$ cat src/inc/lcdc_defs.svh
// Purpose: Offsets, field positions, reset values and codes of the display control bank.
// Assumes: Byte-wide registers reached through a five-bit register pointer.
// Notes: Definitions only; included by bare name.
`ifndef LCDC_DEFS_SVH
`define LCDC_DEFS_SVH

`define LCDC_PTR_W 5
`define LCDC_OFS_SOFT_RESET 5'h00
`define LCDC_OFS_DISPLAY_SETUP 5'h02
`define LCDC_OFS_BLINK_INVERT 5'h03
`define LCDC_OFS_LAST 5'h17
`define LCDC_SOFT_RESET_CODE 8'h2C
`define LCDC_SOFT_RESET_NONE 8'h00

`define LCDC_DS_DRIVE_STRENGTH_SEL_BIT 4
`define LCDC_DS_RATIO_HI 3
`define LCDC_DS_RATIO_LO 2
`define LCDC_DS_BIAS_BIT 1
`define LCDC_DS_ON_BIT 0
`define LCDC_DS_MASK 8'h1F
`define LCDC_DS_RESET 8'h00

`define LCDC_BI_BLINK_HI 2
`define LCDC_BI_BLINK_LO 1
`define LCDC_BI_INV_BIT 0
`define LCDC_BI_MASK 8'h07
`define LCDC_BI_RESET 8'h00

`define LCDC_RATIO_STATIC 2'h3
`define LCDC_BLINK_OFF 2'h0
`define LCDC_DISP_CLK_HZ 32768

`endif

$ cat src/inc/lcdc_pkg.sv
// Purpose: Types shared by the display control bank and its users.
// Assumes: Constants live in lcdc_defs.svh.
// Notes: All state of the core is one packed struct.
package lcdc_pkg;

    // Display control outputs handed to the waveform and bias logic.
    typedef struct packed {
        logic drive_strength_sel;
        logic [3:0] backplane_en;
        logic bias_half;
        logic osc_run;
        logic display_active;
        logic outputs_grounded;
        logic inv_phase;
        logic frame_inv;
    } lcdc_cfg_type;

    // Complete state of the core.
    typedef struct packed {
        logic [2:0][2:0] sync;
        logic [2:0] filt;
        logic [7:0] disp_setup;
        logic [7:0] blink_inv;
        logic [4:0] reg_pointer;
        logic ptr_stop;
        logic bus_armed;
        logic cfg_defined;
        logic [1:0] por_wait;
        logic [31:0] blink_cnt;
        logic blank;
        logic inv_phase;
        logic clear_pulse;
        logic [7:0] rdata;
    } lcdc_state_type;

endpackage

$ cat src/core/lcdc_core.sv
// Purpose: Display setup registers, blink timing, inversion phase and reset control.
// Assumes: Serial bus framing decoded elsewhere; it delivers address and data byte strobes.
// Notes: Display clock, reset pin and reset strap are asynchronous pins.
// Functional notes
// - Setup bit 4 selects enhanced drive.
// - Bits 3-2 select four, three, two, static backplanes.
// - Bit 1 picks bias; ignored in static.
// - Bit 0 low means power-down, display off.
// - Blink field: off, 0.5, 1, 2 Hz.
// - Blink timed from display clock, blanks display.
// - External clock scales blink rate proportionally.
// - Second register bit 0: line or frame inversion.
// - Waveform polarity alternates per line or frame.
// - Strap high resets automatically at power-up.
// - After reset stay powered down, registers kept.
// - Power-on reset gives full start state.
// - Reset pin: same state, bus untouched, dominant.
// - Without strap, registers undefined until reset.
// - Code 2C resets registers and pointer.
`timescale 1ns/100ps
`include "lcdc_defs.svh"
module lcdc_core
    import lcdc_pkg::*;
#(
    parameter int DISP_CLK_HZ = `LCDC_DISP_CLK_HZ
) (
    input wire logic clock,
    input wire logic arst_n,
    input wire logic auto_reset_enable_pin,
    input wire logic hw_reset_pin_n,
    input wire logic disp_clk_pin,
    input wire logic line_tick,
    input wire logic frame_tick,
    input wire logic bus_addr_valid,
    input wire logic [4:0] bus_addr,
    input wire logic bus_data_valid,
    input wire logic [7:0] bus_data,
    output logic [7:0] bus_rdata,
    output logic [4:0] reg_pointer,
    output logic display_clear,
    output logic cfg_defined,
    output lcdc_cfg_type cfg
);

    // Positions of the reset pin, the strap and the display clock in the filter vectors.
    localparam int SYNC_RST = 0;
    localparam int SYNC_STRAP = 1;
    localparam int SYNC_DCLK = 2;

    // State register, its next value and the decoded fields used below.
    lcdc_state_type st_r;
    lcdc_state_type st_nxt;
    logic [2:0] pin_in;
    logic hw_reset;
    logic dclk_rise;
    logic soft_reset;
    logic data_take;
    logic [1:0] ratio_sel;
    logic [1:0] blink_rate_sel;
    logic display_on;
    logic inversion_sel;
    logic strap_settled;

    // Decode the backplane ratio field into the enabled backplane lines.
    function automatic logic [3:0] backplanes(input logic [1:0] sel);
        logic [3:0] en;
        unique case (sel)
            2'h0: en = 4'hF;
            2'h1: en = 4'h7;
            2'h2: en = 4'h3;
            2'h3: en = 4'h1;
        endcase
        return en;
    endfunction

    // Half blink period in display clock edges; slower clocks stretch it in proportion.
    function automatic logic [31:0] blink_half(input logic [1:0] sel);
        logic [31:0] base;
        base = 32'(DISP_CLK_HZ);
        unique case (sel)
            2'h0: blink_half = base;
            2'h1: blink_half = base;
            2'h2: blink_half = base >> 1;
            2'h3: blink_half = base >> 2;
        endcase
    endfunction

    assign pin_in = {disp_clk_pin, auto_reset_enable_pin, hw_reset_pin_n};
    assign ratio_sel = st_r.disp_setup[`LCDC_DS_RATIO_HI:`LCDC_DS_RATIO_LO];
    assign blink_rate_sel = st_r.blink_inv[`LCDC_BI_BLINK_HI:`LCDC_BI_BLINK_LO];
    assign display_on = st_r.disp_setup[`LCDC_DS_ON_BIT];
    assign inversion_sel = st_r.blink_inv[`LCDC_BI_INV_BIT];
    assign strap_settled = st_r.sync[SYNC_STRAP][1] == st_r.sync[SYNC_STRAP][2]
        && st_r.filt[SYNC_STRAP] == st_r.sync[SYNC_STRAP][2];
    assign hw_reset = ~st_r.filt[SYNC_RST];
    assign dclk_rise = st_r.sync[SYNC_DCLK][1] & st_r.sync[SYNC_DCLK][2]
        & ~st_r.filt[SYNC_DCLK];
    assign data_take = bus_data_valid & st_r.bus_armed & ~st_r.ptr_stop;
    assign soft_reset = data_take && st_r.reg_pointer == `LCDC_OFS_SOFT_RESET
        && bus_data == `LCDC_SOFT_RESET_CODE;

    // Next state: pin filters, register writes, resets, blink and inversion.
    always_comb begin
        st_nxt = st_r;
        st_nxt.clear_pulse = 1'b0;
        // Three flops per pin; a change counts once the second and third agree.
        for (int i = 0; i < 3; i++) begin
            st_nxt.sync[i] = {st_r.sync[i][1:0], pin_in[i]};
            if (st_r.sync[i][1] == st_r.sync[i][2]) begin
                st_nxt.filt[i] = st_r.sync[i][2];
            end
        end
        // Strap is read once its flops and its filter agree after release.
        // The count holds at its last step until then, so a strap tied low is
        // never taken for the high level its flops rest at during reset.
        if (st_r.por_wait != 2'h0) begin
            if (st_r.por_wait != 2'h1 || strap_settled) begin
                st_nxt.por_wait = st_r.por_wait - 2'h1;
            end
            if (st_r.por_wait == 2'h1 && strap_settled && st_r.filt[SYNC_STRAP]) begin
                st_nxt.cfg_defined = 1'b1;
            end
        end
        if (bus_addr_valid) begin
            st_nxt.reg_pointer = bus_addr;
            st_nxt.ptr_stop = bus_addr > `LCDC_OFS_LAST;
            st_nxt.bus_armed = 1'b1;
        end else if (data_take) begin
            if (st_r.reg_pointer == `LCDC_OFS_DISPLAY_SETUP) begin
                st_nxt.disp_setup = bus_data & `LCDC_DS_MASK;
            end
            if (st_r.reg_pointer == `LCDC_OFS_BLINK_INVERT) begin
                st_nxt.blink_inv = bus_data & `LCDC_BI_MASK;
            end
            // Other codes at the reset slot only advance the pointer.
            if (st_r.reg_pointer == `LCDC_OFS_LAST) begin
                st_nxt.ptr_stop = 1'b1;
            end else begin
                st_nxt.reg_pointer = st_r.reg_pointer + 5'h01;
            end
        end
        // Blink: count display clock edges; nothing runs while powered down.
        if (!display_on || blink_rate_sel == `LCDC_BLINK_OFF) begin
            st_nxt.blink_cnt = 32'h0;
            st_nxt.blank = 1'b0;
        end else if (dclk_rise) begin
            if (st_r.blink_cnt + 32'h1 >= blink_half(blink_rate_sel)) begin
                st_nxt.blink_cnt = 32'h0;
                st_nxt.blank = ~st_r.blank;
            end else begin
                st_nxt.blink_cnt = st_r.blink_cnt + 32'h1;
            end
        end
        // Polarity flips each line or each frame to cancel DC.
        if (display_on && (inversion_sel ? frame_tick : line_tick)) begin
            st_nxt.inv_phase = ~st_r.inv_phase;
        end
        // Soft and pin resets load the start state; the pin leaves the bus alone.
        if (soft_reset || hw_reset) begin
            st_nxt.disp_setup = `LCDC_DS_RESET;
            st_nxt.blink_inv = `LCDC_BI_RESET;
            st_nxt.reg_pointer = `LCDC_OFS_SOFT_RESET;
            st_nxt.ptr_stop = 1'b0;
            st_nxt.blink_cnt = 32'h0;
            st_nxt.blank = 1'b0;
            st_nxt.inv_phase = 1'b0;
            st_nxt.clear_pulse = 1'b1;
            st_nxt.cfg_defined = 1'b1;
        end
        // Read path returns defined bits; reserved bits and the reset slot read zero.
        unique case (st_nxt.reg_pointer)
            `LCDC_OFS_DISPLAY_SETUP: st_nxt.rdata = st_nxt.disp_setup;
            `LCDC_OFS_BLINK_INVERT: st_nxt.rdata = st_nxt.blink_inv;
            default: st_nxt.rdata = 8'h00;
        endcase
    end

    // Power-on reset: the full start state, including a disarmed bus that waits for an address byte.
    always_ff @(posedge clock or negedge arst_n) begin
        if (!arst_n) begin
            st_r <= '0;
            st_r.sync <= 9'h03F; // Display clock flops rest low like its idle pin.
            st_r.filt <= 3'h3;
            st_r.por_wait <= 2'h3;
            st_r.clear_pulse <= 1'b1;
        end else begin
            st_r <= st_nxt;
        end
    end

    // Outputs; the display goes dark in power-down and during blank-out.
    assign bus_rdata = st_r.rdata;
    assign reg_pointer = st_r.reg_pointer;
    assign display_clear = st_r.clear_pulse;
    assign cfg_defined = st_r.cfg_defined;
    assign cfg.drive_strength_sel = st_r.disp_setup[`LCDC_DS_DRIVE_STRENGTH_SEL_BIT];
    assign cfg.backplane_en = backplanes(ratio_sel);
    assign cfg.bias_half = st_r.disp_setup[`LCDC_DS_BIAS_BIT]
        && ratio_sel != `LCDC_RATIO_STATIC;
    assign cfg.osc_run = display_on;
    assign cfg.display_active = display_on & ~st_r.blank;
    assign cfg.outputs_grounded = ~(display_on & ~st_r.blank);
    assign cfg.inv_phase = st_r.inv_phase;
    assign cfg.frame_inv = inversion_sel;
endmodule

$ cat config.mk
export PLATFORM = sky130hd
export DESIGN_NAME = lcdc_core
export DESIGN_NICKNAME = d
export VERILOG_FILES = /design/src/inc/lcdc_pkg.sv /design/src/core/lcdc_core.sv
export VERILOG_INCLUDE_DIRS = /design/src /design/src/inc
export SDC_FILE = /design/constraint.sdc
export NUM_CORES = 1
export LEC_CHECK = 0
export BUFFER_PORTS_ARGS = -buffer_cell sky130_fd_sc_hd__buf_4
export CORE_MARGIN = 5
export CORE_UTILIZATION = 25
export DETAILED_ROUTE_END_ITERATION = 10
export PLACE_DENSITY = 0.38
export REMOVE_ABC_BUFFERS = 1
export SETUP_SLACK_MARGIN = 0.5
export SKIP_CTS_REPAIR_TIMING = 1
export SYNTH_ARGS = -nofsm -noshare
export SYNTH_HDL_FRONTEND = slang
export SYNTH_SLANG_ARGS = --single-unit
$ cat constraint.sdc
create_clock -name clock -period 4.5 [get_ports clock]
set_clock_uncertainty 0.1 [all_clocks]
set_input_delay 0.45 -clock clock [delete_from_list [all_inputs] [get_ports clock]]
set_output_delay 0.45 -clock clock [all_outputs]
set_load 0.01 [all_outputs]
After elaboration in Yosys (flattened, before gate mapping)
Index checks and enable logic that the tools add are counted.

Order comparisons: 2. Bitwise logic cells: 11. Mux-type cells: 24. Shifts and indexed selects: 0. Eq/ne operators: 19. Multiply operators: 0. Add/subtract/negate cells: 3. Reduce and logical (&&, ||, !) cells: 27. Div/mod/pow operators: 0.

Operators with widths (count): $mux W32 (3); $pmux W32 S3 (1); $mux W33 (2); $mux W22 (2); $mux W35 (1); $add A32 B1 Y32 const B (1); $ge A32 B32 Y1 (1); $eq A5 B2 Y1 const B (4); $mux W16 (1); $mux W8 (2); $pmux W4 S4 (1); $pmux W8 S2 (1); $reduce_bool A3 Y1 (4); $eq A2 B2 Y1 const B (4); $eq A8 B6 Y1 const B (1); $reduce_and A2 Y1 (4); $reduce_bool A2 Y1 (4); $logic_and A1 B1 Y1 (7); $eq A2 B1 Y1 const B (3); $mux W1 (6); $mux W6 (1); $not A1 Y1 (6); $add A5 B1 Y5 const B (1); $and A1 B1 Y1 (5); other kinds (14) (20).

Bits in read-only memories: 0. Bits in latches: 0. Bits in writable memories: 0. Flip-flop bits (word level): 81. Memories: 0.

Longest topological paths before layout
Depth after elaboration: 10. Depth in mapped cells: 15. Depth with buffers taken out: 14.

Worst setup path after synthesis
Ideal clock, no wire load.

Path kind: register to register. Start point: reg st_r[11] in the netlist's numbering. End point: reg st_r[10] in the netlist's numbering. Data required time: 4.272 ns. Stages on the path, launching flop included: 15. Slack: 1.201 ns. Arrival: 3.071 ns. Path through: dfrtp_1 -> ha_1 -> nand3_1 -> nor3_1 -> nand4_1 -> nor2_1 -> xor2_1 -> ha_1 -> a21o_1 -> a21oi_1 -> nand4_1 -> a211oi_2 -> nand4_2 -> nor2b_1 -> mux2_1.

Longest elaborated chain between the ends: 4.

Ends and longest elaborated chain: start, declared (line lcdc_core.sv:51) `lcdc_state_type st_r;`; start signal, assigned (line lcdc_core.sv:187) `st_r <= st_nxt;`; $add A32 B1 Y32 (line lcdc_core.sv:147) `if (st_r.blink_cnt + 32'h1 >= blink_half(blink_rate_sel)) begin`; $ge A32 B32 Y1 (line lcdc_core.sv:147); $reduce_bool A3 Y1 (no line); $reduce_and A2 Y1 (no line).

Every way passes these cells. A chain may end at the register's enable or synchronous reset.

Worst setup path after layout
Start point: reg st_r[11] in the netlist's numbering. End point: reg st_r[13] in the netlist's numbering.

Longest elaborated chain between the ends: 6.

Ends and longest elaborated chain: $add A32 B1 Y32 * (line lcdc_core.sv:147, lcdc_core.sv:151); $ge A32 B32 Y1 (line lcdc_core.sv:147); $mux W32 * (line lcdc_core.sv:147); $mux W33 * (line lcdc_core.sv:146) `end else if (dclk_rise) begin`; $mux W33 * (line lcdc_core.sv:143) `` if (!display_on || blink_rate_sel == `LCDC_BLINK_OFF) begin ``; $mux W35 * (line lcdc_core.sv:159) `if (soft_reset || hw_reset) begin`.

Every way passes the cells marked *; elsewhere a longest branch is shown, timed or not. The select of a mux whose other input is x is not followed.

==> impl_metrics.ini <==
[timing]
tightest_slew_ns = 0.626
drv_slew = 0
finalSetupViolCount = 0
fin_ws_ns = 0.909
fin_crit_ns = 3.59
min_period_over_period_pct = 79.8
fin_tns_setup_ns = 0
rsz0062_at_grt = false
finalHoldViolCount = 0
fmax_mhz = 278
slew_headroom_pct = 57.7
holdWs_ns = 0.0269

[worst_setup_path]
critical_path_class = reg2reg
r2r_slack_ns = 0.91
worstSetupEndpoint = st_r[13]
crit_path_max_incr_delay_ns = 0.40
worstPathCellList = ha_1 -> nand3_2 -> nor3_4 -> nand4_1 -> nor2_1 -> xor2_1 -> ha_1 -> a21o_1 -> a21oi_1 -> nand4_1 -> a211oi_2 -> nand4_4 -> buf_4 -> nor4b_1 -> a21o_1
crit_family = simple AND/OR/NAND/NOR gates
timing.rr.start = st_r[11]
crit_fanout = 6
required_ns = 4.68
reg2reg_to = st_r[13]
crit_start = st_r[11]
path_depth = 15
end_kind = flip-flop
cp_slowest_cell = dfrtp_1
crit_arrival_ns = 3.77
worst_setup_path_start_kind = flip-flop
reg2regPathDepth = 15
critical_path_buf_inv_count = 1

[detailed_routing]
viasPerCell = 4.71
dr.first_iter.drc_count = 168
drt_pass1_iterations = 4
drt_drc_violations_left = 0
vias = 3229
postRouteAntennaNets = 0
wl_per_cell_um = 14.6
wl_mm = 10.0

[pwr]
peakVddDrop_v = 0.000193
cellLeakagePower_nw = 2.20
p_total_mw = 1.64
power.density_nw_per_um2 = 324

[floorplan]
fp.dieW_um = 140
ioPinCount = 48
start_util_pct = 25.5
dieArea_sq_um = 19700
die_y_um = 140
coreArea_sq_um = 16600
row_count = 47

[cells_and_area]
area_growth_pct = 19.2
diodes = 0
fillers = 1705
nets = 493
finalCoreUtilization_pct = 30.4
drive_above_1_share_pct = 20.8

[global_route]
antenna_found_initial = 0
grt_max_degree = 48
gr-total-overflow = 0
grt_pass1_wl_mm = 17.0
grt_use_total_pct = 10.7
first_global_vias = 3238

[place]
place.gp.congestion = 0.778
dp_hpwl_mm = 7.01
place_ws_ns = 0.473
portBuffers = 46

[clocking]
cts_sinks = 81
clk_pin_slew_ns = 0.06
cts_max_path_buffers = 2
cts-root-buf = clkbuf_16
cts_buffers = 9
htree_levels = 3
worstSkewPairLatency_ns = 0.34
cts_tree = done

[synth]
synth_edf_count = 0
synth-simple-area-share_pct = 24.4
synth.yosys.seq_area_share_pct = 48.1
synthArstFlopShare_pct = 100
yosys_register_bits = 81
synth_common_cells = dfrtp_1 (70), nand2_1 (31), a21oi_1 (28)
post-synth-top-count-cell = dfrtp_1
synth.area.mux_share_pct = 3.48
synth_top_area_share_pct = 41.2
synth_xor_xnor_area_share_pct = 1.86
synth_area_sq_um = 4250
synth_top_family_by_area = simple AND/OR/NAND/NOR gates
synth.area.top_cells = dfrtp_1 (41%), dfstp_2 (6.8%), and2_1 (3.4%)
yosys_warnings = 0
syn_avg_cell_area_sq_um = 9.78
synth_fa_ha_area_share_pct = 3.42
synth_compound_area_share_pct = 12.3
synthCells = 434
ys.flop_type = dfrtp_1
synthDistinctLibCells = 57
yosysTopAreaCell = dfrtp_1

[outcome]
outcome = complete, no violations

[run]
maxCapViolCount = 0

[hold_path]
worstHoldPathType = in2async
[worst min path at each step]
stage	slack, ns	endpoint	from	depth (start not counted)
detailed placement	0.24	st_nxt[80]	st_nxt[79]	0
floorplan	0.05	blink_rate_sel[0]	arst_n	0
global route	0.08	st_r[30]	arst_n	1
global placement	0.23	st_nxt[80]	st_nxt[79]	0
CTS	0.04	st_r[13]	arst_n	1
finish	0.03	st_r[26]	arst_n	1
[logic make-up (layout without fill, tap and decap cells)]
group / count (synthesis) / in the layout
flip-flops: 81 / 81
adder cells (fa/ha/maj): 12 / 12
multiplexers: 14 / 14
AO/OA/AOI/OAI: 79 / 79
other: 1 / 1
buffers and inverters: 53 / 85
AND/OR/NAND/NOR: 185 / 185
XOR/XNOR: 9 / 9
[cell type report]
class	count	area [sq um]	share of cell area [%]
flip-flops and latches	81	2040	40.3
multi-input cells	300	1960	38.8
repair buffers	55	413	8.16
well taps	220	275	5.44
clock buffers	11	254	5.02
clock inverters	5	62.6	1.24
inverters	14	52.6	1.04
[metrics by stage]
step           cells  instance area, sq um
3_3_place_gp     668                  4700
4_1_cts          684                  5020
3_5_place_dp     668                  4700
6_report         686                  5060
5_1_grt          686                  5060
2_1_floorplan    395                  4030
[layout by cell type, fill, tap and decap left out, types with 8 or more instances in the layout]
| cell | netlist | routed |
|---|---|---|
| a21o_1 | 12 | 12 |
| a21oi_1 | 28 | 28 |
| and2_1 | 23 | 23 |
| and3_1 | 13 | 13 |
| buf_4 | 18 | 55 |
| clkbuf_16 | 0 | 10 |
| dfrtp_1 | 70 | 70 |
| dfstp_2 | 11 | 11 |
| ha_1 | 10 | 10 |
| inv_1 | 14 | 14 |
| mux2i_1 | 8 | 8 |
| nand2_1 | 31 | 31 |
| nand2b_1 | 8 | 8 |
| nand3_1 | 23 | 22 |
| nand4_1 | 15 | 15 |
| nor2_1 | 22 | 22 |
| nor3_1 | 9 | 8 |
| o21ai_0 | 9 | 9 |
| or3_1 | 12 | 12 |
[power breakdown]
group	internal [mW]	leakage [nW]	total, mW	switching (mW)
logic	0.0426	0.980	0.102	0.0595
clock network	0.467	0.147	0.780	0.313
registers	0.746	1.07	0.759	0.0127
[state kept, by name, summed over array words and instances (netlist names)]
signal	cells
st_r	52
bus_rdata	8
st_nxt	6
reg_pointer	5
cfg	4
blink_rate_sel	2
ratio_sel	2
cfg_defined	1
display_clear	1
[per-layer routing]
| metal | vias to the layer above | share of wire [%] | track usage [%] |
|---|---|---|---|
| li1 | 1594 | - | - |
| met1 | 1555 | 50 | 14.7 |
| met2 | 70 | 43 | 15.8 |
| met3 | 10 | 5.4 | 3.85 |
| met4 | 0 | 1.2 | 3.47 |
| met5 | - | 0 | 0 |
(Power assumes the default switching activity.)
